[src/design/bfc_pkg.sv]
// bfc_pkg: constants for the boot flash host controller
// assumes a 125 MHz core clock and an 8-bit, 17-bit-address asynchronous flash bus
package bfc_pkg;
  localparam int unsigned CLK_MHZ = 125;
  localparam int unsigned ADDR_W  = 17;
  localparam int unsigned DATA_W  = 8;

  // command codes
  localparam logic [7:0] CMD_READ_ARRAY   = 8'hFF;
  localparam logic [7:0] CMD_PROG_SETUP   = 8'h40;
  localparam logic [7:0] CMD_PROG_SETUP2  = 8'h10;
  localparam logic [7:0] CMD_READ_STATUS  = 8'h70;
  localparam logic [7:0] CMD_CLEAR_STATUS = 8'h50;
  localparam logic [7:0] CMD_ERASE_SETUP  = 8'h20;
  localparam logic [7:0] CMD_CONFIRM      = 8'hD0;
  localparam logic [7:0] CMD_SUSPEND      = 8'hB0;
  localparam logic [7:0] CMD_SIGNATURE    = 8'h90;

  localparam logic [16:0] SIG_MAKER_ADDR = 17'h00000;
  localparam logic [16:0] SIG_PART_ADDR  = 17'h00001;
  localparam int unsigned READY_BIT      = 7;

  // bus timing, ns, and derived cycle counts (least times round up)
  localparam int unsigned T_WE_LOW_NS   = 40;
  localparam int unsigned T_WE_HIGH_NS  = 10;
  localparam int unsigned T_SETUP_NS    = 40;
  localparam int unsigned T_RD_ACC_NS   = 120;
  localparam int unsigned T_PD_REC_NS   = 480;
  localparam int unsigned T_PD_LOW_NS   = 100;
  localparam int unsigned WE_LOW_CYC  = (T_WE_LOW_NS * CLK_MHZ + 999) / 1000;
  localparam int unsigned WE_HIGH_CYC = (T_WE_HIGH_NS * CLK_MHZ + 999) / 1000;
  localparam int unsigned SETUP_CYC   = (T_SETUP_NS * CLK_MHZ + 999) / 1000;
  localparam int unsigned RD_ACC_CYC  = (T_RD_ACC_NS * CLK_MHZ + 999) / 1000;
  localparam int unsigned PD_REC_CYC  = (T_PD_REC_NS * CLK_MHZ + 999) / 1000;
  localparam int unsigned PD_LOW_CYC  = (T_PD_LOW_NS * CLK_MHZ + 999) / 1000;

  // main block erase stall limit, ms
  localparam int unsigned T_ERASE_STALL_MS = 20900;
  localparam longint unsigned ERASE_STALL_CYC =
    longint'(T_ERASE_STALL_MS) * longint'(CLK_MHZ) * 64'd1000;

  typedef enum logic [2:0] {
    BFC_OP_CMD1   = 3'h0,
    BFC_OP_CMD2   = 3'h1,
    BFC_OP_READ   = 3'h2,
    BFC_OP_POLL   = 3'h3,
    BFC_OP_PDOWN  = 3'h4
  } bfc_op_e;

  typedef enum logic [3:0] {
    BFC_IDLE    = 4'h0,
    BFC_WSETUP  = 4'h1,
    BFC_WLOW    = 4'h2,
    BFC_WHIGH   = 4'h3,
    BFC_RLOW    = 4'h4,
    BFC_RDONE   = 4'h5,
    BFC_PDLOW   = 4'h6,
    BFC_PDREC   = 4'h7,
    BFC_POLLCMD = 4'h8,
    BFC_POLLRD  = 4'h9,
    BFC_POLLGAP = 4'hA
  } bfc_state_e;
endpackage

[src/design/bfc_host.sv]
// bfc_host: host-side controller driving a boot-block flash over its parallel pins
// assumes one request at a time on req_valid_i; pins are asynchronous to core_clk_i
`timescale 1ns/1ns
module bfc_host
  import bfc_pkg::*;
#(
  parameter longint unsigned STALL_CYC = bfc_pkg::ERASE_STALL_CYC
) (
  input  wire logic                   core_clk_i,
  input  wire logic                   rst_n_i,
  input  wire logic                   req_valid_i,
  input  wire bfc_pkg::bfc_op_e       req_op_i,
  input  wire logic [ADDR_W-1:0]      req_addr_i,
  input  wire logic [DATA_W-1:0]      req_data_i,
  output logic                        req_ready_o,
  output logic                        rsp_valid_o,
  output logic [DATA_W-1:0]           rsp_data_o,
  output logic                        rsp_stall_o,
  output logic                        chip_sel_n_o,
  output logic                        out_en_n_o,
  output logic                        write_strobe_n_o,
  output logic                        powerdown_reset_n_o,
  output logic [ADDR_W-1:0]           addr_o,
  output logic [DATA_W-1:0]           data_o,
  output logic                        data_oe_o,
  input  wire logic [DATA_W-1:0]      data_i
);
  import bfc_pkg::*;

  bfc_state_e           state_ff;
  logic [31:0]          cnt_ff;
  logic [63:0]          poll_cnt_ff;
  logic [DATA_W-1:0]    sync1_ff;
  logic [DATA_W-1:0]    sync2_ff;
  logic [DATA_W-1:0]    cmd2_ff;
  logic                 two_ff;
  logic                 poll_ff;
  logic                 cnt_zero;

  assign cnt_zero = (cnt_ff == 32'h0);

  // data pins pass two flops before use
  always_ff @(posedge core_clk_i or negedge rst_n_i) begin
    if (!rst_n_i) begin
      sync1_ff <= 8'h00;
      sync2_ff <= 8'h00;
    end else begin
      sync1_ff <= data_i;
      sync2_ff <= sync1_ff;
    end
  end

  // bus sequencer
  always_ff @(posedge core_clk_i or negedge rst_n_i) begin
    if (!rst_n_i) begin
      state_ff            <= BFC_IDLE;
      cnt_ff              <= 32'h0;
      poll_cnt_ff         <= 64'h0;
      req_ready_o         <= 1'b0;
      rsp_valid_o         <= 1'b0;
      rsp_data_o          <= 8'h00;
      rsp_stall_o         <= 1'b0;
      chip_sel_n_o        <= 1'b1;
      out_en_n_o          <= 1'b1;
      write_strobe_n_o    <= 1'b1;
      powerdown_reset_n_o <= 1'b0;
      addr_o              <= '0;
      data_o              <= 8'h00;
      data_oe_o           <= 1'b0;
      cmd2_ff             <= 8'h00;
      two_ff              <= 1'b0;
      poll_ff             <= 1'b0;
    end else begin
      rsp_valid_o <= 1'b0;
      if (!cnt_zero) cnt_ff <= cnt_ff - 32'h1;
      unique case (state_ff)
        BFC_IDLE: begin
          // first request only after powerdown release recovery
          if (!powerdown_reset_n_o) begin
            powerdown_reset_n_o <= 1'b1;
            cnt_ff              <= 32'(PD_REC_CYC);
            state_ff            <= BFC_PDREC;
          end else if (req_valid_i && req_ready_o) begin
            req_ready_o <= 1'b0;
            addr_o      <= req_addr_i;
            two_ff      <= 1'b0;
            poll_ff     <= 1'b0;
            unique case (req_op_i)
              BFC_OP_CMD1: begin
                // single-write commands: FFH, 70H, 50H, B0H, D0H, 90H
                data_o   <= req_data_i;
                cnt_ff   <= 32'(SETUP_CYC);
                state_ff <= BFC_WSETUP;
              end
              BFC_OP_CMD2: begin
                // command byte then operand write at the same address
                data_o   <= req_data_i;
                cmd2_ff  <= (req_data_i == CMD_ERASE_SETUP) ? CMD_CONFIRM : 8'h00;
                two_ff   <= 1'b1;
                cnt_ff   <= 32'(SETUP_CYC);
                state_ff <= BFC_WSETUP;
              end
              BFC_OP_READ: begin
                // host releases data pins, device drives them
                data_oe_o    <= 1'b0;
                chip_sel_n_o <= 1'b0;
                out_en_n_o   <= 1'b0;
                cnt_ff       <= 32'(RD_ACC_CYC + 2);
                state_ff     <= BFC_RLOW;
              end
              BFC_OP_POLL: begin
                // status command then read until ready
                data_o      <= CMD_READ_STATUS;
                poll_ff     <= 1'b1;
                poll_cnt_ff <= 64'h0;
                rsp_stall_o <= 1'b0;
                cnt_ff      <= 32'(SETUP_CYC);
                state_ff    <= BFC_WSETUP;
              end
              BFC_OP_PDOWN: begin
                // deep powerdown deselects the chip but address pins stay driven, device resets to array read
                powerdown_reset_n_o <= 1'b0;
                chip_sel_n_o        <= 1'b1;
                cnt_ff              <= 32'(PD_LOW_CYC);
                state_ff            <= BFC_PDLOW;
              end
              default: req_ready_o <= 1'b1;
            endcase
          end else begin
            req_ready_o <= 1'b1;
          end
        end
        BFC_WSETUP: begin
          // address and data set up before strobe falls, chip selected
          chip_sel_n_o <= 1'b0;
          out_en_n_o   <= 1'b1;
          data_oe_o    <= 1'b1;
          if (cnt_zero) begin
            write_strobe_n_o <= 1'b0;
            cnt_ff           <= 32'(WE_LOW_CYC);
            state_ff         <= BFC_WLOW;
          end
        end
        BFC_WLOW: begin
          if (cnt_zero) begin
            write_strobe_n_o <= 1'b1;
            cnt_ff           <= 32'(WE_HIGH_CYC);
            state_ff         <= BFC_WHIGH;
          end
        end
        BFC_WHIGH: begin
          // hold address/data after strobe rise
          if (cnt_zero) begin
            if (two_ff) begin
              two_ff   <= 1'b0;
              data_o   <= (cmd2_ff == CMD_CONFIRM) ? CMD_CONFIRM : req_data_i;
              cnt_ff   <= 32'(SETUP_CYC);
              state_ff <= BFC_WSETUP;
            end else begin
              data_oe_o    <= 1'b0;
              chip_sel_n_o <= 1'b1;
              if (poll_ff) begin
                cnt_ff   <= 32'(WE_HIGH_CYC);
                state_ff <= BFC_POLLGAP;
              end else begin
                rsp_valid_o <= 1'b1;
                state_ff    <= BFC_IDLE;
              end
            end
          end
        end
        BFC_RLOW: begin
          if (cnt_zero) begin
            rsp_data_o <= sync2_ff;
            state_ff   <= BFC_RDONE;
          end
        end
        BFC_RDONE: begin
          // toggle selects high so the status latch refreshes
          out_en_n_o   <= 1'b1;
          chip_sel_n_o <= 1'b1;
          if (!poll_ff || rsp_data_o[READY_BIT]) begin
            rsp_valid_o <= 1'b1;
            state_ff    <= BFC_IDLE;
          end else if (poll_cnt_ff >= STALL_CYC) begin
            rsp_stall_o <= 1'b1;
            rsp_valid_o <= 1'b1;
            state_ff    <= BFC_IDLE;
          end else begin
            cnt_ff   <= 32'(WE_HIGH_CYC);
            state_ff <= BFC_POLLGAP;
          end
        end
        BFC_POLLGAP: begin
          if (cnt_zero) begin
            chip_sel_n_o <= 1'b0;
            out_en_n_o   <= 1'b0;
            cnt_ff       <= 32'(RD_ACC_CYC + 2);
            state_ff     <= BFC_RLOW;
          end
        end
        BFC_PDLOW: begin
          if (cnt_zero) begin
            rsp_valid_o <= 1'b1;
            state_ff    <= BFC_IDLE;
          end
        end
        BFC_PDREC: begin
          if (cnt_zero) state_ff <= BFC_IDLE;
        end
        default: state_ff <= BFC_IDLE;
      endcase
      // stall timeout counts whole poll duration
      if (poll_ff && state_ff != BFC_IDLE) poll_cnt_ff <= poll_cnt_ff + 64'h1;
    end
  end
endmodule

[config.mk]
export PLATFORM = sky130hd
export DESIGN_NAME = bfc_host
export DESIGN_NICKNAME = d
export VERILOG_FILES = /design/src/design/bfc_pkg.sv /design/src/design/bfc_host.sv
export SDC_FILE = /design/constraint.sdc
export NUM_CORES = 1
export LEC_CHECK = 0
export BUFFER_PORTS_ARGS = -buffer_cell sky130_fd_sc_hd__buf_2
export CAP_MARGIN = 20
export CORE_UTILIZATION = 45
export DETAILED_ROUTE_END_ITERATION = 6
export SYNTH_ARGS = -nofsm -noshare
export SYNTH_HDL_FRONTEND = slang
export SYNTH_SLANG_ARGS = --single-unit
[constraint.sdc]
create_clock -name core_clk_i -period 4.6 [get_ports core_clk_i]
set_input_delay 0.46 -clock core_clk_i [delete_from_list [all_inputs] [get_ports core_clk_i]]
set_output_delay 0.46 -clock core_clk_i [all_outputs]
set_load 0.005 [all_outputs]
# Word-level counts from Yosys, hierarchy flattened
# Cells that the tools add are included.
[word_totals]
ff_bits = 167
wordCells = 169
[classes]
n_lt_le_gt_ge = 1
muxes = 79
add_sub_neg = 2
n_reduce_logical = 36
eq_ne = 32
[ops]
columns = ["operator", "n"]
rows = [
  ["$mux W32", 11],
  ["$mux W64", 5],
  ["$pmux W32 S6", 1],
  ["$pmux W32 S3", 1],
  ["$add A64 B1 Y64 const B", 1],
  ["$ge A64 B32 Y1 const B", 1],
  ["$mux W4", 12],
  ["$mux W8", 6],
  ["$logic_not A32 Y1", 1],
  ["$pmux W4 S8", 1],
  ["$pmux W8 S2", 2],
  ["$sub A32 B1 Y32 const B", 1],
  ["$mux W1", 31],
  ["$ne A2 B2 Y1 const B", 11],
  ["$reduce_and A6 Y1", 3],
  ["$eq A4 B3 Y1 const B", 4],
  ["$reduce_bool A2 Y1", 7],
  ["$pmux W4 S3", 1],
  ["$reduce_and A4 Y1", 3],
  ["$pmux W1 S3", 3],
  ["$eq A4 B2 Y1 const B", 2],
  ["$eq A8 B6 Y1 const B", 1],
  ["$eq A8 B8 Y1 const B", 1],
  ["$pmux W1 S2", 4],
  ["other kinds (27)", 36],
]

# Depth between registers and ports, before layout
# Gate-level depths: netlist of run 1.
[depth]
depth_word = 6
depth_mapped = 13
depth_no_buf = 12

# Worst setup path after synthesis of run 1
# No wires, ideal clock.
[synth_timing]
path_kind = "flip-flop to flip-flop"
startpoint = "reg cnt_ff[17]"
endpoint = "reg cnt_ff[0]"
t_required_ns = 4.513
setup_slack_ns = 1.735
setup_ns = 0.087
stages_incl_launch_ff = 11
t_arrival_ns = 2.779
path_buffers = 2
cell_sequence = "dfrtp_1 > or4_4 > or4_1 > buf_6 > nor3_4 > inv_2 > buf_2 > ha_1 > o32a_1 > o22a_1 > o211ai_1"
[synth_via]
elab_chain_cells = 6
word_cells_on_any_way = 14
[synth_rtl]
columns = ["item", "line_no", "rtl"]
rows = [
  ["start, declared", "bfc_host.sv:31", "logic [31:0] cnt_ff;"],
  ["start signal, assigned", "bfc_host.sv:75", "if (!cnt_zero) cnt_ff <= cnt_ff - 32'h1;"],
  ["start signal, assigned", "bfc_host.sv:81", "cnt_ff <= 32'(PD_REC_CYC);"],
  ["start signal, assigned", "bfc_host.sv:92", "cnt_ff <= 32'(SETUP_CYC);"],
  ["$logic_not A32 Y1 (*)", "bfc_host.sv:40", "assign cnt_zero = (cnt_ff == 32'h0);"],
  ["$mux W32", "bfc_host.sv:75", ""],
  ["$pmux W32 S3 or $mux W32 (tied branches)", "bfc_host.sv:88, bfc_host.sv:162", ""],
  ["$mux W32, on equally long branches", "bfc_host.sv:83, bfc_host.sv:154", ""],
  ["$mux W32, on equally long branches", "bfc_host.sv:79, bfc_host.sv:153", ""],
  ["$pmux W32 S6 (*)", "bfc_host.sv:76", "unique case (state_ff)"],
]
# Mark *: on every way between the ends. The rest lies on a longest branch, timed or not.
# A chain may end at the register's enable or synchronous reset.

# Worst setup path in the final report of run 1
# Ends and elaborated chain as after synthesis.

==> run summary, run 1 <==
Critical Path End Type: register
Iter 0 DRT Violations: 501
Area leader, netlist: dfrtp_1
DPL Wire Length: 13300 um
Leakage Power: 3.97 nW
WL/cell: 17.0 um
PostCTS Resize Cnt: 0
Fillers: 1573
Top_reg_cell synth: dfrtp_1
EDFF count, synth: 0
Peak supply drop: 0.302 mV
Setup violators final: 0
Worst Path Max Fanout: 18
Fmax: 277 MHz
Skew final: 9.88 ps
Critical path data required time: 4950 ps
Final TNS setup: 0 ps
CP max stage delay: 690 ps
Largest net degree at the start of global routing: 94
Vias in the first global route: 6510
Post-synth top area share: 48.4%
Fin crit share: 78.5%
IO buf count: 79
Worst hold path class: input pin to asynchronous set/reset pin
Final Max Tran Viols: 0
Post-DRT Antenna Nets: 0
Routability cong.: 0.909
Final nets: 945
First-pass GRT wire length: 32700 um
GRT overflow: 0
Synth area leaders: dfrtp_1, mux2_2, nand2_1
Library cells used by synthesis: 68
Setup CP Type: register to register
Synth Warn #: 0
Type of origin of the critical path: register
Std cell rows: 48
Tmin final: 3610 ps
Initial antenna violation count: 0
Post-Synthesis Cells: 829
Avg Vias per Cell: 5.91
TritonCTS clock tree: done
Ant diodes: 0
Power Density: 637 mW/mm^2
Worst-path clk slew: 70 ps
Placed Instance Area: 0.00871 sq mm
Later-pin clock latency in the skew report: 430 ps
CP arrival: 3960 ps
Slew of the pin with the lowest slew margin: 1010 ps
Vias: 6723
Post-route cell area: 0.00935 sq mm
Pwr Total: 5.96 mW
Post-Route WL: 19400 um
CTS H-tree lvls: 4
Relative slew margins: 32.8%
Max-capacitance violation count: 0
P&R area growth vs syn: 15.1%
IO Pins: 80
Total Routing Usage GR: 22.3%
# DRC: 0
Die Wd: 136 um
Die Area: 0.0186 sq mm
Core box area: 0.0175 sq mm
Chip Height: 136 um
Final hold vios: 0
Avg Cell Area, Syn: 9.80 sq um
Share of cells above drive strength 1: 18.4%
Max clock buf depth: 2
CTS sink cnt: 160
Setup Fix Bufs, Post-CTS: 0
Sequential area share after synthesis: 49.4%
First-pass DRT Iterations: 5
Crit-path cells: or4_4, or4_1, nor3_4, inv_2, ha_1, nand2_1, o21ai_0, o32a_1, o22a_1, o211ai_1
# hold bufs at CTS: 0
Flops & latches, synth: 160
Crit-path slowest cell: or4_1
Root Driver: clkbuf_16
RSZ-0062 raised after global routing: no
Run status: finished, final reports clean
CTS Buf Count: 17
Starting Density: 46.5%
Synthesized area: 0.00812 sq mm
Ys async rst share: 100%
Net Count, Synth: 874
[routing by layer]
metal,track usage [%],share of wire [%],vias to the layer above
li1,-,-,3212
met1,31.3,48,3267
met2,33.6,45,207
met3,4.36,4.9,37
met4,9.01,2.2,0
met5,0,0,-
[stage by stage]
stage | utilization, % | std cells | hold slack, ps | setup slack [ps]
4_1_cts | 53.5 | 1138 | 106 | 979
2_1_floorplan | - | 829 | 164 | 1730
5_1_grt | 53.5 | 1138 | 102 | 816
3_3_place_gp | 49.8 | 1106 | 333 | 1170
6_report | 53.5 | 1138 | 77.8 | 987
3_5_place_dp | 49.8 | 1106 | 338 | 1020
[cell usage in the layout, fill, tap and decap left out, drive strengths merged, types with 10 or more instances in the layout]
cell    count
buf        89
dfrtp     157
xor2       12
xnor2      17
mux2i      17
and3       10
mux2       28
nor3       24
o211ai     29
nand4      20
a21oi      26
clkbuf     17
nor4       34
o21ai      53
o31ai      31
nand3      57
nand2      80
nor2       70
inv        35
[state kept, by name, summed over array words and instances, names as in the netlist, 4 cells and up]
signal and cells:
data_o 8, state_ff 4, addr_o 17, poll_cnt_ff 64, cnt_ff 32, sync1_ff 8
sync2_ff 8, rsp_data_o 8
[report_power, final]
part / switching (mW) / internal (mW)
Combinational: 1.20 / 0.873
Sequential: 0.514 / 1.87
Clock: 0.702 / 0.799
[Yosys cell counts, types with 5 or more instances]
| cell type | instances |
|---|---|
| o31ai_1 | 31 |
| nor2_1 | 68 |
| dfrtp_1 | 157 |
| clkbuf_1 | 28 |
| a31oi_1 | 7 |
| and3_1 | 10 |
| ha_1 | 6 |
| o21ai_0 | 52 |
| nand3_1 | 57 |
| xor2_1 | 12 |
| mux2i_1 | 17 |
| nor4_1 | 31 |
| a22oi_1 | 5 |
| nor3_1 | 23 |
| or3_1 | 8 |
| nand4_1 | 19 |
| or4_1 | 6 |
| mux2_2 | 28 |
| and4_1 | 6 |
| xnor2_1 | 17 |
| inv_1 | 26 |
| a21oi_1 | 25 |
| nor2b_1 | 5 |
| nand2_1 | 80 |
| o211ai_1 | 29 |
[cell families after synthesis]
group                      after synthesis  share of synthesized area (%)
AOI/OAI and AO/OA                      190                           16.1
xor gates and xnor gates                29                           3.13
adders and majority gates                6                          0.924
buffers and inverters                   66                           3.50
DFF                                    160                           49.4
muxes                                   45                           5.98
and+or+nand+nor                        333                           21.0
[cell type report]
cell class	instances	area [sq um]	area share [%]
Sequential cell	160	4010	42.9
Clock buffer	17	425	4.55
Multi-Input combinational cell	603	3840	41.0
Timing Repair Buffer	89	477	5.10
Clock inverter	15	213	2.28
Inverter	29	109	1.16
Tap cell	225	282	3.01
[final timing paths]
check,start,to,slack [ps],cells after the start
hold / removal,rst_n_i,cnt_ff[30]$_DFF_PN0_,80,1
setup / recovery,cnt_ff[17]$_DFF_PN0_,cnt_ff[0]$_DFF_PN0_,990,10
setup reg to reg,cnt_ff[17]$_DFF_PN0_,cnt_ff[0]$_DFF_PN0_,990,10
min in group core_clk_i,data_i[1],sync1_ff[1]$_DFF_PN0_,120,1
max in group asynchronous,rst_n_i,sync2_ff[6]$_DFF_PN0_,3490,2
hold reg to reg,sync1_ff[5]$_DFF_PN0_,sync2_ff[5]$_DFF_PN0_,350,0
[critical path: cells and delay by family (launching register included)]
kind	cells	cell delay, ps
flops	1	420
simple gates	4	1950
compound gates	4	530
fa+ha+maj	1	290
buf+inv	1	330
(Power assumes the default switching activity.)
==> run 2: changes to the inputs <==
- clock period: 4.6 -> 3.4 ns (I/O delays scaled with it)
==> run 2 against run 1 <==
Effect of this change: worst setup slack lost 500 ps; clock-buffer cell count stayed put; sequential power is 32% higher; via count is 1.5% higher; design area rose by 1.8%; total power is 35% higher; first-iteration DRC count rose by 15%; combinational power up 42%; core utilization is 0.98 points higher; maximum frequency grew 24%.
==> run summary, run 2 (same netlist as run 1, synthesis figures left out) <==
Vias: 6824
Leakage Power: 4.05 nW
Starting Density: 46.5%
Critical Path End Type: register
Avg Vias per Cell: 5.89
Slew of the pin with the lowest slew margin: 777 ps
Worst-path clk slew: 80 ps
Chip Height: 136 um
Power Density: 846 mW/mm^2
Share of cells above drive strength 1: 19.3%
CP arrival: 3280 ps
M2 GR Usage: 34.6%
Skew final: 16.0 ps
Setup violators final: 0
Post-DRT Antenna Nets: 0
Post-Route WL: 19500 um
IO Pins: 80
Final hold vios: 0
# DRC: 0
Vias in the first global route: 6608
Largest net degree at the start of global routing: 83
GR Layer Usage met3: 6.30%
IO buf count: 79
Met1 GRT Util: 30.3%
Iter 0 DRT Violations: 576
Root Driver: clkbuf_16
WL/cell: 16.8 um
Most frequent cells in the layout: dfrtp_1, nand2_1, buf_2, nor2_1, nand3_1
Final TNS setup: 0 ps
Initial antenna violation count: 0
Core box area: 0.0175 sq mm
TritonCTS clock tree: done
Top Registers: poll_cnt_ff x64, cnt_ff x32, addr_o x17
Most common cell after layout, fill and taps aside: dfrtp_1
Routability cong.: 0.879
Final core utilization: 54.5%
Fin crit share: 85.6%
Run status: finished, final reports clean
GRT overflow: 0
Max-capacitance violation count: 0
Largest reg by FF count: poll_cnt_ff
Relative slew margins: 48.2%
CTS H-tree lvls: 4
Tmin final: 2910 ps
First-pass DRT Iterations: 7
Std cell rows: 48
P&R area growth vs syn: 17.2%
Worst Path Max Fanout: 6
CTS sink cnt: 160
Die Wd: 136 um
Worst hold path class: input pin to register
Hold WS: 127 ps
Peak supply drop: 0.514 mV
Fmax: 343 MHz
Final Max Tran Viols: 0
Total Routing Usage GR: 22.5%
Setup CP Type: register to register
Final nets: 966
Most used routing layer: met2
DPL Wire Length: 13200 um
Max clock buf depth: 2
Setup Fix Bufs, Post-CTS: 0
CTS Buf Count: 17
Die Area: 0.0186 sq mm
RSZ-0062 raised after global routing: no
Ant diodes: 0
Critical path data required time: 3770 ps
Later-pin clock latency in the skew report: 440 ps
Max reg flops: 64
Type of origin of the critical path: register
First-pass GRT wire length: 32800 um
run 2: cell count changes in the layout (fill, tap and decap cells not counted):
cell           previous run  this run
buf_12                    0         1
dlygate4sd3_1             0         9
bufinv_16                 1         0
inv_8                     6         4
buf_4                    10        21
clkinv_8                  5         6
clkinvlp_4                0         2
run 2: per-layer routing:
metal | share of wire [%] | vias up
met5 | 0 | -
met4 | 1.9 | 0
met3 | 5.3 | 35
met2 | 45 | 213
met1 | 48 | 3311
li1 | - | 3265
run 2: area by class of cell:
class / instances / area, sq um
clock buffers: 17 / 425
clock inverters: 15 / 191
fillers: 1497 / 7960
inverters: 29 / 109
multi-input cells: 603 / 3840
flip-flops and latches: 160 / 4010
well taps: 225 / 282
repair buffers: 110 / 669
run 2: through the flow:
step | std cells | cell area, sq um | power [mW] | setup slack [ps]
global route | 1159 | 9520 | 8.62 | 368
global placement | 1118 | 8810 | 6.01 | 553
floorplan | 829 | 8120 | 5.18 | 535
finish | 1159 | 9520 | 8.06 | 488
detailed placement | 1118 | 8810 | 6.10 | 525
CTS | 1159 | 9520 | 8.10 | 510
run 2: worst paths after layout:
kind                       cells after the start                           to                  start  slack (ps)
hold reg to reg                                0        sync2_ff[5]$_DFF_PN0_  sync1_ff[5]$_DFF_PN0_         360
setup / recovery                               6     chip_sel_n_o$_DFFE_PN1P_   cnt_ff[16]$_DFF_PN0_         490
hold / removal                                 2       addr_o[11]$_DFFE_PN0P_         req_addr_i[11]         130
min in group asynchronous                      2         cnt_ff[24]$_DFF_PN0_                rst_n_i         520
max in group asynchronous                      3  poll_cnt_ff[24]$_DFFE_PN0P_                rst_n_i        2050
setup reg to reg                               6     chip_sel_n_o$_DFFE_PN1P_   cnt_ff[16]$_DFF_PN0_         490
run 2: report_power, final:
part	total, mW	internal, mW	switching [mW]
combinational	2.96	1.25	1.71
sequential	3.15	2.53	0.624
clock	1.95	1.00	0.946
total	8.06	4.78	3.28
run 2: critical path: stages, from the launching register on:
cell	delay, ps
dfrtp_1	440
or4_4	560
or4_1	490
buf_4	220
nor4_1	640
o22ai_1	200
mux2_2	300
run 2: timing repair:
action | CTS | global route
resized for setup | 0 | 0
hold buffers | 9 | 0
setup endpoints to repair | 0 | 0
hold endpoints to repair | 48 | 0
==> run 3: changes to the inputs <==
- CORE_ASPECT_RATIO: not set -> 1.1
- REMOVE_ABC_BUFFERS: not set -> 1
==> run 3 against run 2 <==
Effect of this change: routed wire length increased by 0.51%; combinational power hardly changed; design area rose by 0.45%; clock-buffer cell count grew 1; sequential share of layout area shrank 0.19 points; sequential power is essentially flat; largest cell class unchanged.
==> run summary, run 3 (same netlist as run 1, synthesis figures left out) <==
Die Area: 0.0186 sq mm
Final Max Tran Viols: 0
Critical path data required time: 3700 ps
# DRC: 0
Setup Fix Bufs, Post-CTS: 0
Setup CP Type: register to register
Setup violators final: 0
P&R area growth vs syn: 17.8%
CP dominant cell by count: o211ai_1
CP bufs+invs: 1
Worst-path clk slew: 70 ps
Std cell rows: 51
Leakage Power: 4.08 nW
CTS Buf Count: 17
Starting Density: 45.9%
Vias in the first global route: 6685
Type of origin of the critical path: register
Relative slew margins: 54.4%
Hold path startpoint: data_i[1]
Power Density: 875 mW/mm^2
IO Pins: 80
WL/cell: 16.8 um
Worst Path Max Fanout: 18
IO buf count: 79
Ant diodes: 0
Chip Height: 143 um
Core box area: 0.0177 sq mm
Routability cong.: 0.889
Post-DRT Antenna Nets: 0
Fin crit share: 83.6%
Fmax: 352 MHz
Run status: finished, final reports clean
Dpl ws: 576 ps
Final TNS setup: 0 ps
Die Wd: 130 um
CP max stage delay: 570 ps
Peak supply drop: 0.442 mV
TritonCTS clock tree: done
Total Routing Usage GR: 22.5%
GR Layer Usage met3: 4.31%
Initial antenna violation count: 0
Most frequent cells in the layout: dfrtp_1, nand2_1, buf_2, nor2_1, nand3_1
Critical Path End Type: register
M2 GR Usage: 36.6%
Worst hold path class: input pin to register
Vias: 6752
First-pass DRT Iterations: 5
Max-capacitance violation count: 0
Pwr Total: 8.37 mW
RSZ-0062 raised after global routing: no
Final nets: 961
Avg Vias per Cell: 5.79
Post-layout worst setup margin: 558 ps
RR Startpoint: cnt_ff[17]$_DFF_PN0_
Most used routing layer: met2
Post-Route WL: 19600 um
Share of cells above drive strength 1: 19.6%
Largest reg by FF count: poll_cnt_ff
# hold bufs at CTS: 1
Met1 GRT Util: 29.5%
Skew final: 12.5 ps
Top delay family on crit path: simple AND/OR/NAND/NOR gates
Final hold vios: 0
Critical path depth in cells: 8
First-pass GRT wire length: 32900 um
CTS H-tree lvls: 4
DPL Wire Length: 13500 um
Max clock buf depth: 2
Tmin final: 2840 ps
Crit-path cells: or4_4, or4_1, nor3_4, inv_2, ha_1, o21ai_0, o211ai_1, o211ai_1
Top Registers: poll_cnt_ff x64, cnt_ff x32, addr_o x17
CP arrival: 3140 ps
Worst Hold Depth: 1
Worst setup startpoint: cnt_ff[17]$_DFF_PN0_
Slew of the pin with the lowest slew margin: 678 ps
PostCTS Resize Cnt: 0
GRT overflow: 0
Root Driver: clkbuf_16
Most common cell after layout, fill and taps aside: dfrtp_1
CTS sink cnt: 160
R2R cell count: 8
Later-pin clock latency in the skew report: 430 ps
Iter 0 DRT Violations: 577
Max reg flops: 64
Largest net degree at the start of global routing: 114
Crit-path slowest cell: or4_4
==> run 3: cell types whose count changed in the layout (fill, tap and decap cells not counted), sizes merged, moves of 2 or more <==
cell,previous run,this run
bufinv,0,5
clkinvlp,2,0
inv,33,35
dlygate4sd3,9,2
buf,101,103
clkinv,9,3
==> run 3: final cells by class <==
cell class	instances	area, sq um
fill	1592	8110
sequential	160	4010
multi-input combinational	603	3840
timing repair buffer	105	634
clock buffer	18	439
tap	238	298
clock inverter	14	239
inverter	29	109
==> run 3: path summary, 6_finish.rpt <==
kind,end,slack (ps)
setup reg to reg,cnt_ff[0]$_DFF_PN0_,560
max in group asynchronous,poll_cnt_ff[26]$_DFFE_PN0P_,2030
setup / recovery,cnt_ff[0]$_DFF_PN0_,560
min in group asynchronous,cnt_ff[24]$_DFF_PN0_,400
hold / removal,sync1_ff[1]$_DFF_PN0_,10
hold reg to reg,sync2_ff[3]$_DFF_PN0_,350
==> run 3: power by group <==
group,switching [mW],leakage (nW),total [mW],internal (mW)
registers,0.637,2.01,3.16,2.53
logic,1.72,1.74,2.99,1.27
clock network,0.853,0.334,2.21,1.35
total,3.21,4.08,8.37,5.16
==> run 3: routing by layer <==
metal / vias to the layer above / routed length [um]
met4: 0 / 401
met3: 31 / 857
li1: 3241 / -
met1: 3292 / 8920
met2: 188 / 9420
met5: - / 0
==> run 3: through the flow <==
| step | hold WS, ps | util (%) | area [sq um] | cells |
|---|---|---|---|---|
| 2_1_floorplan | 44.4 | - | 7950 | 792 |
| 3_3_place_gp | 334 | 50.0 | 8840 | 1132 |
| 3_5_place_dp | 337 | 50.0 | 8840 | 1132 |
| 4_1_cts | 0.408 | 53.9 | 9530 | 1165 |
| 5_1_grt | 1.67 | 54.1 | 9560 | 1167 |
| 6_report | 14.4 | 54.1 | 9560 | 1167 |
